===== config.mk =====
export PLATFORM = sky130hd
export DESIGN_NAME = occ_channel
export DESIGN_NICKNAME = d
export VERILOG_FILES = /design/src/pkg/occ_pkg.sv /design/src/pkg/occ_tb_if.sv /design/src/verilog/occ_sync3.sv /design/src/verilog/occ_tb_sel.sv /design/src/verilog/occ_channel.sv
export VERILOG_INCLUDE_DIRS = /design/src /design/src/pkg
export SDC_FILE = /design/constraint.sdc
export NUM_CORES = 1
export LEC_CHECK = 0
export ABC_AREA = 0
export BUFFER_PORTS_ARGS = -buffer_cell sky130_fd_sc_hd__clkbuf_2
export CAP_MARGIN = 10
export CORE_MARGIN = 2
export CORE_UTILIZATION = 30
export CTS_CLUSTER_SIZE = 14
export DETAILED_ROUTE_END_ITERATION = 12
export PLACE_DENSITY_LB_ADDON = 0.15
export SLEW_MARGIN = 5
export SYNTH_ARGS = -nofsm -noshare
export SYNTH_HDL_FRONTEND = slang
export SYNTH_HIERARCHICAL = 1
export SYNTH_SLANG_ARGS = --single-unit

===== constraint.sdc =====
create_clock -name i_clk -period 8.4 [get_ports i_clk]
set_input_delay 0.84 -clock i_clk [delete_from_list [all_inputs] [get_ports i_clk]]
set_output_delay 0.84 -clock i_clk [all_outputs]
set_load 0.05 [all_outputs]

===== src/pkg/occ_map.svh =====
`ifndef OCC_MAP_SVH
`define OCC_MAP_SVH
// Register indices on the plain register port
`define OCC_ADDR_W        4
`define OCC_REG_CTRL      4'h0
`define OCC_REG_PRI       4'h1
`define OCC_REG_SEC       4'h2
`define OCC_REG_STAT      4'h3
`define OCC_REG_IEN       4'h4
`define OCC_REG_ICLR      4'h5
// Control register fields
`define OCC_CTRL_MODE_HI  2
`define OCC_CTRL_MODE_LO  0
`define OCC_CTRL_TSEL     3
`define OCC_CTRL_FLT      4
`define OCC_CTRL_IDLE     13
`define OCC_CTRL_RESET    16'h0000
`define OCC_CTRL_WMASK    16'h200f
// Event status bits
`define OCC_EV_W          3
`define OCC_EV_PIN        0
`define OCC_EV_FAULT      1
`define OCC_EV_WRAP       2
`define OCC_VAL_RESET     16'h0000
`endif


===== src/pkg/occ_pkg.sv =====
package occ_pkg;
  typedef enum logic [2:0] {
    OCC_OFF, OCC_ONE_HI, OCC_ONE_LO, OCC_TOGGLE,
    OCC_DELAY_ONE, OCC_CONT, OCC_PWM, OCC_PWM_FLT
  } occ_mode_t;
endpackage


===== src/pkg/occ_tb_if.sv =====
`timescale 1ns/1ns
`default_nettype none
// Selected time base shared between the selector and the core
interface occ_tb_if;
  logic [15:0] count;
  logic        wrap;
  logic        run;
  modport src (output count, output wrap, output run);
  modport dst (input count, input wrap, input run);
endinterface
`default_nettype wire


===== src/verilog/occ_sync3.sv =====
`timescale 1ns/1ns
`default_nettype none
// Three-stage pin synchroniser; a change is accepted when stages two and three agree
module occ_sync3 (
  input  wire logic i_clk,
  input  wire logic i_rst,
  input  wire logic i_pin,
  output var  logic o_level
);
  logic s1_q;
  logic s2_q;
  logic s3_q;
  always_ff @(posedge i_clk) begin
    if (i_rst) begin
      s1_q    <= 1'b1;
      s2_q    <= 1'b1;
      s3_q    <= 1'b1;
      o_level <= 1'b1;
    end else begin
      s1_q <= i_pin;
      s2_q <= s1_q;
      s3_q <= s2_q;
      if (s2_q == s3_q) begin
        o_level <= s3_q;
      end
    end
  end
endmodule
`default_nettype wire


===== src/verilog/occ_tb_sel.sv =====
`timescale 1ns/1ns
`default_nettype none
`include "occ_map.svh"
// Picks one of the two time bases and flags its period rollover
module occ_tb_sel (
  input  wire logic  i_clk,
  input  wire logic  i_rst,
  input  wire logic  i_sel_b,
  input  wire logic  i_idle_halt,
  input  wire logic [15:0] i_tb_a,
  input  wire logic [15:0] i_tb_b,
  occ_tb_if.src      tb
);
  logic [15:0] prev_q;
  logic [15:0] cur;
  assign cur      = i_sel_b ? i_tb_b : i_tb_a;
  assign tb.count = cur;
  assign tb.run   = ~i_idle_halt;
  // Timer going backwards means it reset at its period
  assign tb.wrap  = (cur < prev_q);
  always_ff @(posedge i_clk) begin
    if (i_rst) begin
      prev_q <= `OCC_VAL_RESET;
    end else begin
      prev_q <= cur;
    end
  end
endmodule
`default_nettype wire


===== src/verilog/occ_channel.sv =====
// Implementation choices: strobed register access and the register addresses.
`timescale 1ns/1ns
`default_nettype none
`include "occ_map.svh"
module occ_channel
  import occ_pkg::*;
(
  // Clock and reset
  input  wire logic                    i_clk,
  input  wire logic                    i_rst,
  // Register port
  input  wire logic [`OCC_ADDR_W-1:0]  i_addr,
  input  wire logic [15:0]             i_wdata,
  input  wire logic                    i_wr,
  input  wire logic                    i_rd,
  output var  logic [15:0]             o_rdata,
  // Time bases and system state
  input  wire logic [15:0]             i_tb_a,
  input  wire logic [15:0]             i_tb_b,
  input  wire logic                    i_cpu_idle,
  input  wire logic                    i_shared_fault_input,
  input  wire logic                    i_gpio_out,
  // Pin and interrupt
  output var  logic                    o_compare_output_pin,
  output var  logic                    o_pin_owned,
  output var  logic                    o_irq
);
  import occ_pkg::*;

  occ_tb_if tb ();

  logic [15:0]            ctrl_q;
  logic [15:0]            pri_q;
  logic [15:0]            sec_q;
  logic [15:0]            duty_q;
  logic                   flt_q;
  logic                   pin_q;
  logic                   pin_d;
  logic                   done_q;
  logic                   flt_prev_q;
  logic [`OCC_EV_W-1:0]   stat_q;
  logic [`OCC_EV_W-1:0]   ien_q;
  logic                   fault_lvl;

  occ_mode_t   mode;
  logic        wr_ctrl;
  logic        wr_pri;
  logic        wr_sec;
  logic        wr_ien;
  logic        wr_iclr;
  logic        run;
  logic        m_pri;
  logic        m_sec;
  logic        rise;
  logic        fall;
  logic        flt_fall;
  logic        ev_pin;
  logic        ev_flt;
  logic [`OCC_EV_W-1:0] ev;
  logic [15:0] ctrl_rd;
  logic [15:0] rd_mux;
  logic        init_pin;
  occ_mode_t   new_mode;

  function automatic logic hit(input logic [15:0] a, input logic [15:0] b);
    return a == b;
  endfunction

  assign mode     = occ_mode_t'(ctrl_q[`OCC_CTRL_MODE_HI:`OCC_CTRL_MODE_LO]);
  assign new_mode = occ_mode_t'(i_wdata[`OCC_CTRL_MODE_HI:`OCC_CTRL_MODE_LO]);
  assign wr_ctrl  = i_wr && (i_addr == `OCC_REG_CTRL);
  assign wr_pri   = i_wr && (i_addr == `OCC_REG_PRI);
  assign wr_sec   = i_wr && (i_addr == `OCC_REG_SEC);
  assign wr_ien   = i_wr && (i_addr == `OCC_REG_IEN);
  assign wr_iclr  = i_wr && (i_addr == `OCC_REG_ICLR);

  occ_sync3 u_flt (
    .i_clk   (i_clk),
    .i_rst   (i_rst),
    .i_pin   (i_shared_fault_input),
    .o_level (fault_lvl)
  );

  occ_tb_sel u_tb (
    .i_clk       (i_clk),
    .i_rst       (i_rst),
    .i_sel_b     (ctrl_q[`OCC_CTRL_TSEL]),
    .i_idle_halt (i_cpu_idle && ctrl_q[`OCC_CTRL_IDLE]),
    .i_tb_a      (i_tb_a),
    .i_tb_b      (i_tb_b),
    .tb          (tb)
  );

  assign run      = tb.run;
  assign m_pri    = run && hit(tb.count, pri_q);
  assign m_sec    = run && hit(tb.count, sec_q);
  assign flt_fall = flt_prev_q && !fault_lvl;
  assign init_pin = (pri_q != `OCC_VAL_RESET);

  // Next pin level per mode
  always_comb begin
    pin_d = pin_q;
    case (mode)
      OCC_OFF: begin
        pin_d = pin_q;
      end
      OCC_ONE_HI: begin
        if (m_pri) begin
          pin_d = 1'b1;
        end
      end
      OCC_ONE_LO: begin
        if (m_pri) begin
          pin_d = 1'b0;
        end
      end
      OCC_TOGGLE: begin
        if (m_pri) begin
          pin_d = ~pin_q;
        end
      end
      OCC_DELAY_ONE: begin
        if (m_pri && !done_q) begin
          pin_d = 1'b1;
        end else if (m_sec && pin_q) begin
          pin_d = 1'b0;
        end
      end
      OCC_CONT: begin
        if (m_pri) begin
          pin_d = 1'b1;
        end else if (m_sec) begin
          pin_d = 1'b0;
        end
      end
      OCC_PWM, OCC_PWM_FLT: begin
        if (mode == OCC_PWM_FLT && (flt_q || !fault_lvl)) begin
          pin_d = 1'b0;
        end else if (run && tb.wrap) begin
          pin_d = (pri_q != `OCC_VAL_RESET);
        end else if (run && hit(tb.count, duty_q)) begin
          pin_d = 1'b0;
        end
      end
      default: begin
        pin_d = pin_q;
      end
    endcase
  end

  assign rise   = pin_d && !pin_q;
  assign fall   = !pin_d && pin_q;
  assign ev_pin = !wr_ctrl && (((mode == OCC_ONE_HI) && rise)
                || ((mode == OCC_ONE_LO) && fall)
                || ((mode == OCC_TOGGLE) && (rise || fall))
                || ((mode == OCC_DELAY_ONE) && fall)
                || ((mode == OCC_CONT) && fall));
  assign ev_flt = (mode == OCC_PWM_FLT) && flt_fall;
  assign ev     = {(run && tb.wrap && (mode == OCC_PWM || mode == OCC_PWM_FLT)),
                   ev_flt, ev_pin};

  assign ctrl_rd = {2'b00, ctrl_q[`OCC_CTRL_IDLE], 8'h00, flt_q,
                    ctrl_q[`OCC_CTRL_TSEL:0]};
  assign rd_mux  = (i_addr == `OCC_REG_CTRL) ? ctrl_rd :
                   (i_addr == `OCC_REG_PRI)  ? pri_q :
                   (i_addr == `OCC_REG_SEC)  ? sec_q :
                   (i_addr == `OCC_REG_STAT) ? {13'h0000, stat_q} :
                   (i_addr == `OCC_REG_IEN)  ? {13'h0000, ien_q} : 16'h0000;

  // Registers and the bus; software is expected to stop the timer first
  always_ff @(posedge i_clk) begin
    if (i_rst) begin
      ctrl_q <= `OCC_CTRL_RESET;
      pri_q  <= `OCC_VAL_RESET;
      sec_q  <= `OCC_VAL_RESET;
      ien_q  <= '0;
      stat_q <= '0;
      o_rdata <= 16'h0000;
    end else begin
      if (wr_ctrl) begin
        ctrl_q <= i_wdata & `OCC_CTRL_WMASK;
      end
      if (wr_pri) begin
        pri_q <= i_wdata;
      end
      if (wr_sec) begin
        sec_q <= i_wdata;
      end
      if (wr_ien) begin
        ien_q <= i_wdata[`OCC_EV_W-1:0];
      end
      // Set wins over clear
      stat_q <= (stat_q & ~(wr_iclr ? i_wdata[`OCC_EV_W-1:0] : '0)) | ev;
      o_rdata <= i_rd ? rd_mux : 16'h0000;
    end
  end

  // Pin, duty shadow, fault latch
  always_ff @(posedge i_clk) begin
    if (i_rst) begin
      pin_q      <= 1'b0;
      done_q     <= 1'b0;
      duty_q     <= `OCC_VAL_RESET;
      flt_q      <= 1'b0;
      flt_prev_q <= 1'b1;
    end else begin
      flt_prev_q <= fault_lvl;
      if (wr_ctrl) begin
        done_q <= 1'b0;
        flt_q  <= 1'b0;
        duty_q <= pri_q;
        case (new_mode)
          OCC_ONE_HI, OCC_DELAY_ONE, OCC_CONT: pin_q <= 1'b0;
          OCC_ONE_LO: pin_q <= 1'b1;
          OCC_PWM, OCC_PWM_FLT: pin_q <= init_pin;
          default: pin_q <= pin_q;
        endcase
      end else begin
        pin_q <= pin_d;
        if (mode == OCC_DELAY_ONE && fall) begin
          done_q <= 1'b1;
        end
        if (mode == OCC_PWM_FLT && !fault_lvl) begin
          flt_q <= 1'b1;
        end
        if (run && tb.wrap) begin
          duty_q <= pri_q;
        end
      end
    end
  end

  // Output stage
  always_ff @(posedge i_clk) begin
    if (i_rst) begin
      o_compare_output_pin <= 1'b0;
      o_pin_owned          <= 1'b0;
      o_irq                <= 1'b0;
    end else begin
      o_pin_owned          <= (mode != OCC_OFF);
      o_compare_output_pin <= (mode == OCC_OFF) ? i_gpio_out : pin_q;
      o_irq                <= |(stat_q & ien_q);
    end
  end
endmodule
`default_nettype wire


* Yosys cells after proc, flatten, opt, wreduce, memory -nomap -nowiden
Cells that the tools add are included.
** Word-level totals
- Register bits after elaboration :: 102
- Latch bits :: 0
- RAM bits :: 0
- Memory bits (read-only) :: 0
- Output and inout port bits :: 19
- Memories kept :: 0
** Cells by class
- Add/subtract/negate cells :: 0
- Multipliers :: 0
- Div/mod/pow operators :: 0
- $lt $le $gt $ge :: 1
- Equal/unequal tests :: 23
- Shift-type cells :: 0
- Muxes and demuxes :: 23
- Bitwise gates (word level) :: 7
- Reductions and logical operators :: 49
** Operators by type and width (count)
- two-way mux 16 bit :: 5
- == test 16 bit :: 3
- logical AND 1 bit :: 25
- == test 3 bit, second input constant :: 8
- < comparator 16 bit :: 1
- nonzero test 16 bit :: 1
- two-way mux 14 bit :: 1
- two-way mux 1 bit :: 12
- == test 3 x 2 -> 1 bit, second input constant :: 3
- two-way mux 3 bit :: 3
- OR reduction 3 bit :: 3
- == test 4 x 2 -> 1 bit, second input constant :: 2
- == test 4 x 3 -> 1 bit, second input constant :: 2
- OR reduction 2 bit :: 4
- logical OR 1 bit :: 7
- one-hot mux 1 bit (7 select lines) :: 1
- AND 3 bit :: 2
- == test 3 x 1 -> 1 bit, second input constant :: 2
- logical NOT 1 bit :: 5
- == test 4 x 1 -> 1 bit, second input constant :: 1
- logical NOT 4 bit :: 1
- inequality test 4 x 1 -> 1 bit, second input constant :: 1
- logical NOT 3 bit :: 1
- NOT 1 bit :: 3
- other kinds (6) :: 6

* Depth between registers and ports, before layout
Gate-level depths: netlist (run 1).
- Depth after elaboration :: 16
- Depth in mapped cells :: 20

* Cells and area by module
Netlist (run 1), hierarchy kept.
** By module, submodules not included
- occ_channel :: times used 1, cells each 475, area an instance 3927.5 um^2, sequential area each 1641.6 um^2
- occ_tb_sel :: times used 1, cells each 104, area an instance 1018.5 um^2, sequential area each 320.3 um^2
- occ_sync3 :: times used 1, cells each 10, area an instance 115.1 um^2, sequential area each 80.1 um^2

* Worst setup path after synthesis (run 1)
Ideal clock, no wire load.
- Path type :: input-to-reg
- From :: input port i_tb_b[15]
- To :: register stat_q[0]
- Library setup time :: 0.128 ns
- Data arrival time :: 3.884 ns
- Data required time :: 8.272 ns
- Setup slack :: 4.388 ns
- Stages :: 18
- Buffers on the path :: 0
- Cell sequence :: mux2_2 ha_1 and2_1 a221oi_1 nand4_1 o211ai_2 nand2_1 o211ai_1 a31oi_1 nor4_2 inv_1 ha_1 nor2_1 a21oi_1 a21oi_1 o22ai_1 a22oi_1 nor2_1
** On the way
- Elaborated cells on any way between the ends :: 37
- Classes of those cells :: 1 x order compare; 3 x eq/ne; 12 x mux; 1 x bitwise; 20 x reduce/logical
** RTL lines
- from (decl) :: line occ_channel.sv:19 : input wire logic [15:0] i_tb_b,
- two-way mux 16 bit * :: line occ_tb_sel.sv:16 : assign cur = i_sel_b ? i_tb_b : i_tb_a;
- < comparator 16 bit * :: line occ_tb_sel.sv:20 : assign tb.wrap = (cur < prev_q);
- net tb.wrap :: line occ_tb_if.sv:6 : logic wrap;
- logical AND 1 bit * :: line occ_channel.sv:139 : end else if (run && tb.wrap) begin
- two-way mux 1 bit * :: line occ_channel.sv:139
- two-way mux 1 bit * :: line occ_channel.sv:137 : if (mode == OCC_PWM_FLT && (flt_q || !fault_lvl)) begin
- one-hot mux 1 bit (7 select lines) * :: line occ_channel.sv:103 : case (mode)
- logical NOT 1 bit :: line occ_channel.sv:152 : assign fall = !pin_d && pin_q;
- logical AND 1 bit :: line occ_channel.sv:152
- logical AND 1 bit / logical OR 1 bit (equally long branches) :: line occ_channel.sv:154, occ_channel.sv:155
- logical OR 1 bit / logical AND 1 bit (equally long branches) :: line occ_channel.sv:154, occ_channel.sv:155
- logical OR 1 bit :: line occ_channel.sv:155 : || ((mode == OCC_TOGGLE) && (rise || fall))
- logical OR 1 bit :: line occ_channel.sv:156 : || ((mode == OCC_DELAY_ONE) && fall)
- logical OR 1 bit * :: line occ_channel.sv:157 : || ((mode == OCC_CONT) && fall));
- logical AND 1 bit * :: line occ_channel.sv:153 : assign ev_pin = !wr_ctrl && (((mode == OCC_ONE_HI) && rise)
- OR 3 bit * :: line occ_channel.sv:193 : stat_q <= (stat_q & ~(wr_iclr ? i_wdata[`OCC_EV_W-1:0] : '0)) | ev;
- to (signal assigned) :: line occ_channel.sv:193
- to (decl) :: line occ_channel.sv:41 : logic [`OCC_EV_W-1:0] stat_q;
The timed path passes the listed nets; every way through them passes the cells marked *.
A chain may end at the register's enable or synchronous reset.

* Worst setup path after layout (run 1)
- From :: register ctrl_q[3]
- To :: register stat_q[0]
** On the way
- Elaborated cells on any way between the ends :: 37
- Classes of those cells :: 1 x order compare; 3 x eq/ne; 12 x mux; 1 x bitwise; 20 x reduce/logical
** RTL lines
- from (decl) :: line occ_channel.sv:32 : logic [15:0] ctrl_q;
- from (signal assigned) :: line occ_channel.sv:173 : ctrl_q <= `OCC_CTRL_RESET;
- from (signal assigned) :: line occ_channel.sv:181 : ctrl_q <= i_wdata & `OCC_CTRL_WMASK;
- two-way mux 16 bit * :: line occ_tb_sel.sv:16
- net tb.count[15] :: line occ_tb_if.sv:5 : logic [15:0] count;
- < comparator 16 bit * :: line occ_tb_sel.sv:20
- net tb.wrap :: line occ_tb_if.sv:6
- logical AND 1 bit * :: line occ_channel.sv:139
- two-way mux 1 bit * :: line occ_channel.sv:139
- two-way mux 1 bit * :: line occ_channel.sv:137
- one-hot mux 1 bit (7 select lines) * :: line occ_channel.sv:103
- logical NOT 1 bit :: line occ_channel.sv:152
- logical AND 1 bit :: line occ_channel.sv:152
- logical AND 1 bit / logical OR 1 bit (equally long branches) :: line occ_channel.sv:154, occ_channel.sv:155
- logical OR 1 bit / logical AND 1 bit (equally long branches) :: line occ_channel.sv:154, occ_channel.sv:155
- logical OR 1 bit :: line occ_channel.sv:155
- logical OR 1 bit :: line occ_channel.sv:156
- logical OR 1 bit * :: line occ_channel.sv:157
- logical AND 1 bit * :: line occ_channel.sv:153
- OR 3 bit * :: line occ_channel.sv:193
Marks and branches as above.

==> flow_summary_export.csv, run 1 <==
group,metric,value,unit
run_status,outcome,"finished clean",
yosys,syn_area,5060,sq um
yosys,ys_ff_latch,102,
sta,tns,0,ns
min_path,hold_class,"flip-flop to flip-flop",
yosys,ys_seq_area_share,40.3,%
global_route,grt_antenna_before_repair,0,
place,place_hpwl,10700,microns
sta,fin_crit_sh,53.8,%
sta,hold_viol_final,0,
clock_network,cts_sinks,102,
setup_path,slowest_delay,0.81,ns
floorplan,die_w,134,microns
routing,drtIter0Drc,307,
floorplan,dieArea,17900,sq um
setup_path,path_cells,"mux2_2 > ha_1 > and2_1 > a221oi_1 > nand4_1 > o211ai_2 > nand2_1 > o211ai_1 > a31oi_1 > nor4_2 > inv_1 > ha_1 > nor2_1 > a21oi_1 > a21oi_1 > o22ai_1 > a22oi_1 > nor2_1",
routing,vias,4214,
sta,rsz0062_at_grt,"no",
min_path,whs_path_depth,1,
finish,num_antenna_cells,0,
floorplan,io_pins,78,
routing,viasPerCell,4.82,
global_route,first_global_vias,4208,
clock_network,cts_hold_buf,0,
setup_path,end_kind,"flip-flop",
sta,setup_viol,0,
sta,worst_pin_slew,1.03,ns
routing,drtAntennaViolNets,0,
sta,holdWs,0.414,ns
floorplan,initial_core_util,30.6,%
global_route,grtUsageTotal,16.9,%
finish,areaGrowthSynthToFinish,15.7,%
floorplan,rows,47,
clock_network,cts-root-buf,"clkbuf_16",
global_route,grt_pass1_wl,23100,microns
yosys,syn-instance-count,589,
setup_path,required,8.62,ns
yosys,synth_area_per_cell,8.59,sq um
yosys,synth-async-reset-ratio,0,%
clock_network,cts-resized-gates,0,
clock_network,cts_made_buffers,9,
finish,nets,727,
sta,slew_viol_final,0,
yosys,synth_edf_count,0,
finish,drive_gt1_share,22.1,%
clock_network,clk-insertion-delay-late,0.37,ns
pwr,irDropWorstVdd,0.000125,V
setup_path,reg2reg_depth,18,
pwr,powerDensity,178,nW/um^2
yosys,ys.warnings.count,6,
clock_network,post-cts-setup-buffer-count,0,
floorplan,fp.coreArea,16500,sq um
routing,drcViolationCount,0,
routing,routed_wl,14700,microns
floorplan,die_h,134,microns
sta,min_period,4.52,ns
run,max_cap_viol_count,0,
finish,fin_util,35.4,%
setup_path,crit_slowest_cell,"dfxtp_1",
routing,drtPass1Iterations,4,
clock_network,ctsHtreeMaxLevel,3,
clock_network,ctsLongestPathBuffers,2,
sta,skew,0.0108,ns
setup_path,start_kind,"flip-flop",
yosys,synth_top_flop_cell,"dfxtp_1",
setup_path,arrival,4.74,ns
yosys,synth.distinct_cells,58,
global_route,grt_max_degree,86,
setup_path,crit_type,"flip-flop to flip-flop",
sta,slew_headroom,31.2,%
place,gp_congestion,0.835,
clock_network,cts_tree,"built",
place,port_buffers,77,
clock_network,path_clk_slew,0.08,ns
routing,wire_per_inst,16.8,microns
sta,fmax,0.221,GHz
pwr,p_leak,2.19,nW
global_route,grt_overflow,0,
setup_path,cp_max_fo,18,
yosys,synth_nets,666,
-- logic make-up (layout without fill, tap and decap cells) --
group	after synthesis	in the layout	synth area share [%]
compound gates	118	118	14.9
xor+xnor	48	48	8.31
fa+ha+maj	18	18	4.45
buf+inv	55	121	5.34
flops	102	102	40.3
mux	20	20	4.45
simple gates	228	228	22.2
-- cell usage in the layout (no fill, tap or decap), types with 6 or more instances in the layout --
cell type	n
nor4_1	9
nand2_2	9
nand2_1	113
nand3_1	6
nand4_1	11
nor2b_1	18
mux2_2	16
inv_1	26
a22oi_1	17
clkbuf_16	9
dfxtp_1	102
a21oi_2	10
xnor2_1	33
nor2_1	31
clkbuf_2	76
xor2_1	15
a21oi_1	64
ha_1	18
-- where the power goes --
group | internal, mW | total (mW) | switching [mW]
logic | 0.0453 | 0.121 | 0.0756
registers | 0.492 | 0.498 | 0.00647
clock network | 0.211 | 0.424 | 0.213
total | 0.748 | 1.04 | 0.295
-- metrics by stage --
stage                     cells  power (mW)  setup WS (ns)  cell area [sq um]
after CTS                   875        1.06           3.84               5860
after global placement      859       0.630           3.99               5560
after floorplan             589       0.595           4.39               5060
after detailed placement    859       0.632           3.86               5560
final                       875        1.04           3.88               5860
after global routing        875        1.09           3.34               5860
-- layer usage --
layer | wire [microns] | GRT usage (%)
met5 | 0 | 0
met4 | 302 | 6.91
met3 | 657 | 2.61
met2 | 6660 | 26.1
met1 | 7080 | 23.6
-- flip-flops by register name, indices dropped and copies added (netlist names) --
signal / flops
ctrl_q: 5
done_q: 1
duty_q: 16
flt_prev_q: 1
flt_q: 1
ien_q: 3
o_compare_output_pin: 1
o_irq: 1
o_pin_owned: 1
o_rdata: 16
pin_q: 1
pri_q: 16
sec_q: 16
stat_q: 3
u_flt/o_level: 1
u_flt/s1_q: 1
u_flt/s2_q: 1
u_flt/s3_q: 1
u_tb/prev_q: 16
-- synth_stat cells (2+ instances only) --
master / number / area share, %
nand2_1: 113 / 8.4
dfxtp_1: 102 / 40
a21oi_1: 64 / 6.3
xnor2_1: 33 / 5.7
nor2_1: 31 / 2.3
inv_1: 26 / 1.9
ha_1: 18 / 4.5
nor2b_1: 18 / 2.2
a22oi_1: 17 / 2.5
clkbuf_1: 16 / 1.2
mux2_2: 16 / 3.6
xor2_1: 15 / 2.6
nand4_1: 11 / 1.4
a21oi_2: 10 / 1.7
nand2_2: 9 / 1.1
nor4_1: 9 / 1.1
nand3_1: 6 / 0.59
nor3_1: 5 / 0.49
o21ai_0: 5 / 0.49
and2_1: 4 / 0.49
buf_6: 4 / 0.89
a21o_1: 3 / 0.44
buf_2: 3 / 0.30
buf_4: 3 / 0.44
mux2i_1: 3 / 0.59
nand2_4: 3 / 0.67
nand2b_1: 3 / 0.37
or2_1: 3 / 0.37
or2_2: 3 / 0.37
a31oi_1: 2 / 0.25
clkbuf_2: 2 / 0.20
o21a_1: 2 / 0.30
o22ai_1: 2 / 0.25
-- path summary, 6_finish.rpt --
kind / slack [ns] / endpoint / start
setup / recovery: 3.88 / stat_q[0]$_SDFF_PP0_ / ctrl_q[3]$_SDFFE_PP0P_
setup reg to reg: 3.88 / stat_q[0]$_SDFF_PP0_ / ctrl_q[3]$_SDFFE_PP0P_
hold reg to reg: 0.41 / u_flt/s2_q$_SDFF_PP1_ / u_flt/s1_q$_SDFF_PP1_
hold / removal: 0.41 / u_flt/s2_q$_SDFF_PP1_ / u_flt/s1_q$_SDFF_PP1_
-- layout make-up --
cell class,instances,area (sq um)
Clock buffer,9,225
Clock inverter,7,67.6
Fill cell,1729,10700
Inverter,26,97.6
Multi-Input combinational cell,432,2750
Sequential cell,102,2040
Tap cell,220,275
Timing Repair Buffer,79,400
-- critical path: cells and delay by family, from the launching register on --
kind	cells	cell delay, ns
buffers and inverters	1	0.09
AND/OR/NAND/NOR	6	1.03
flip-flops	1	0.81
multiplexers	1	0.48
adder cells (fa/ha/maj)	2	0.53
AO/OA/AOI/OAI	8	1.43
Power figures use the tool's default switching activity.
==> run 2, diff against run 1 <==
clock period = 4.7 ns   (was 8.4 ns; I/O delays follow)
==> flow_summary_export.csv, run 2 (same netlist as run 1, synthesis figures left out) <==
group,metric,value,unit
setup_path,required,4.92,ns
run_status,outcome,"finished clean",
sta,skew,0.00997,ns
clock_network,cts_hold_buf,0,
finish,drive_gt1_share,22.4,%
clock_network,ctsHtreeMaxLevel,3,
setup_path,reg2reg_to,"stat_q[0]$_SDFF_PP0_",
floorplan,fp.coreArea,16500,sq um
routing,drtAntennaViolNets,0,
sta,holdWs,0.294,ns
setup_path,crit_type,"flip-flop to flip-flop",
floorplan,die_w,134,microns
clock_network,cts_made_buffers,9,
place,port_buffers,77,
routing,vias,4274,
finish,num_antenna_cells,0,
finish,layout_commonest_cell,"nand2_1",
clock_network,ctsLongestPathBuffers,2,
sta,setup_viol,0,
clock_network,cts-root-buf,"clkbuf_16",
global_route,grt_pass1_wl,23200,microns
setup_path,cp.depth,19,
setup_path,crit_slowest_cell,"mux2_2",
sta,fmax,0.239,GHz
pwr,powerDensity,315,nW/um^2
sta,tns,0,ns
global_route,grt_max_degree,62,
place,post_dp_cell_area,5580,sq um
floorplan,io_pins,78,
sta,min_period,4.18,ns
finish,fin_util,35.5,%
clock_network,clk-insertion-delay-late,0.36,ns
finish,layout_common_cells,"113 x nand2_1, 102 x dfxtp_1, 76 x clkbuf_2, 64 x a21oi_1, 33 x xnor2_1",
finish,fill_cells,1715,
setup_path,r2r_start,"ctrl_q[3]$_SDFFE_PP0P_",
finish,nets,729,
clock_network,cts_tree,"built",
setup_path,crit_path_end,"stat_q[0]$_SDFF_PP0_",
clock_network,post-cts-setup-buffer-count,0,
setup_path,arrival,4.41,ns
setup_path,start_kind,"flip-flop",
min_path,hold_class,"primary input to flip-flop",
clock_network,path_clk_slew,0.08,ns
global_route,grt_antenna_before_repair,0,
floorplan,dieArea,17900,sq um
setup_path,r2r_setup_slack,0.52,ns
setup_path,cp_top_family,"compound AO/OA/AOI/OAI gates",
global_route,grtUsageTotal,16.9,%
routing,drtIter0Drc,303,
routing,wire_per_inst,16.8,microns
clock_network,cts-resized-gates,0,
clock_network,cts_sinks,102,
setup_path,critPathBufInv,2,
min_path,whs_path_depth,2,
run,max_cap_viol_count,0,
sta,hold_viol_final,0,
place,gp_congestion,0.826,
sta,worst_pin_slew,1.12,ns
setup_path,slowest_delay,0.43,ns
floorplan,initial_core_util,30.6,%
setup_path,reg2reg_depth,19,
pwr,p_leak,2.20,nW
setup_path,cp_max_fo,9,
sta,slew_viol_final,0,
routing,drtPass1Iterations,5,
sta,rsz0062_at_grt,"no",
finish,final_area,5870,sq um
global_route,grt_overflow,0,
sta,fin_crit_sh,89.0,%
routing,routed_wl,14700,microns
sta,slew_headroom,25.6,%
setup_path,end_kind,"flip-flop",
setup_path,crit_path_start,"ctrl_q[3]$_SDFFE_PP0P_",
global_route,first_global_vias,4212,
floorplan,die_h,134,microns
routing,viasPerCell,4.87,
pwr,irDropWorstVdd,0.000195,V
finish,areaGrowthSynthToFinish,16.0,%
setup_path,path_cells,"buf_4 > mux2_2 > ha_1 > and2_1 > a221oi_1 > nand4_1 > o211ai_2 > nand2_1 > o211ai_1 > a31oi_1 > nor4_2 > inv_1 > ha_1 > nor2_1 > a21oi_1 > a21oi_1 > o22ai_1 > a22oi_1 > nor2_1",
place,place_hpwl,10900,microns
floorplan,rows,47,
routing,drcViolationCount,0,
-- run 2: cell types whose count changed in the layout (fill, tap and decap cells not counted), sizes merged --
cell	previous run	this run
buf	3	5
clkinv	0	4
inv	32	28
-- run 2: how the worst min path moves through the flow --
stage | slack [ns] | from | to
2_1_floorplan | 0.38 | u_flt/s1_q$_SDFF_PP1_ | u_flt/s2_q$_SDFF_PP1_
5_1_grt | 0.29 | i_shared_fault_input | u_flt/s1_q$_SDFF_PP1_
3_5_place_dp | 0.39 | u_flt/s1_q$_SDFF_PP1_ | u_flt/s2_q$_SDFF_PP1_
4_1_cts | 0.28 | i_shared_fault_input | u_flt/s1_q$_SDFF_PP1_
3_3_place_gp | 0.39 | u_flt/s1_q$_SDFF_PP1_ | u_flt/s2_q$_SDFF_PP1_
6_report | 0.29 | i_shared_fault_input | u_flt/s1_q$_SDFF_PP1_
-- run 2: area by class of cell --
type / count / area (sq um) / area share (%)
flip-flops and latches: 102 / 2040 / 34.8
well taps: 220 / 275 / 4.69
clock buffers: 9 / 225 / 3.83
repair buffers: 81 / 415 / 7.07
multi-input cells: 432 / 2750 / 46.8
inverters: 26 / 97.6 / 1.66
clock inverters: 7 / 68.8 / 1.17
-- run 2: stage by stage --
| stage | cells | power (mW) | setup WS (ns) |
|---|---|---|---|
| after floorplan | 589 | 1.06 | 0.767 |
| after global placement | 861 | 1.13 | 0.646 |
| after detailed placement | 861 | 1.13 | 0.543 |
| after CTS | 877 | 1.88 | 0.519 |
| after global routing | 877 | 1.94 | 0.212 |
| final | 877 | 1.85 | 0.518 |
-- run 2: report_power, final --
| part | total, mW | leakage [nW] | internal (mW) | switching, mW |
|---|---|---|---|---|
| clock network | 0.744 | 0.142 | 0.373 | 0.371 |
| logic | 0.218 | 1.23 | 0.0811 | 0.137 |
| registers | 0.890 | 0.828 | 0.879 | 0.0110 |
| total | 1.85 | 2.20 | 1.33 | 0.520 |
-- run 2: metal layers --
layer | wire length (microns) | GRT usage, %
met1 | 7200 | 23.3
met2 | 6580 | 26.2
met3 | 617 | 2.61
met4 | 328 | 7.57
met5 | 0 | 0
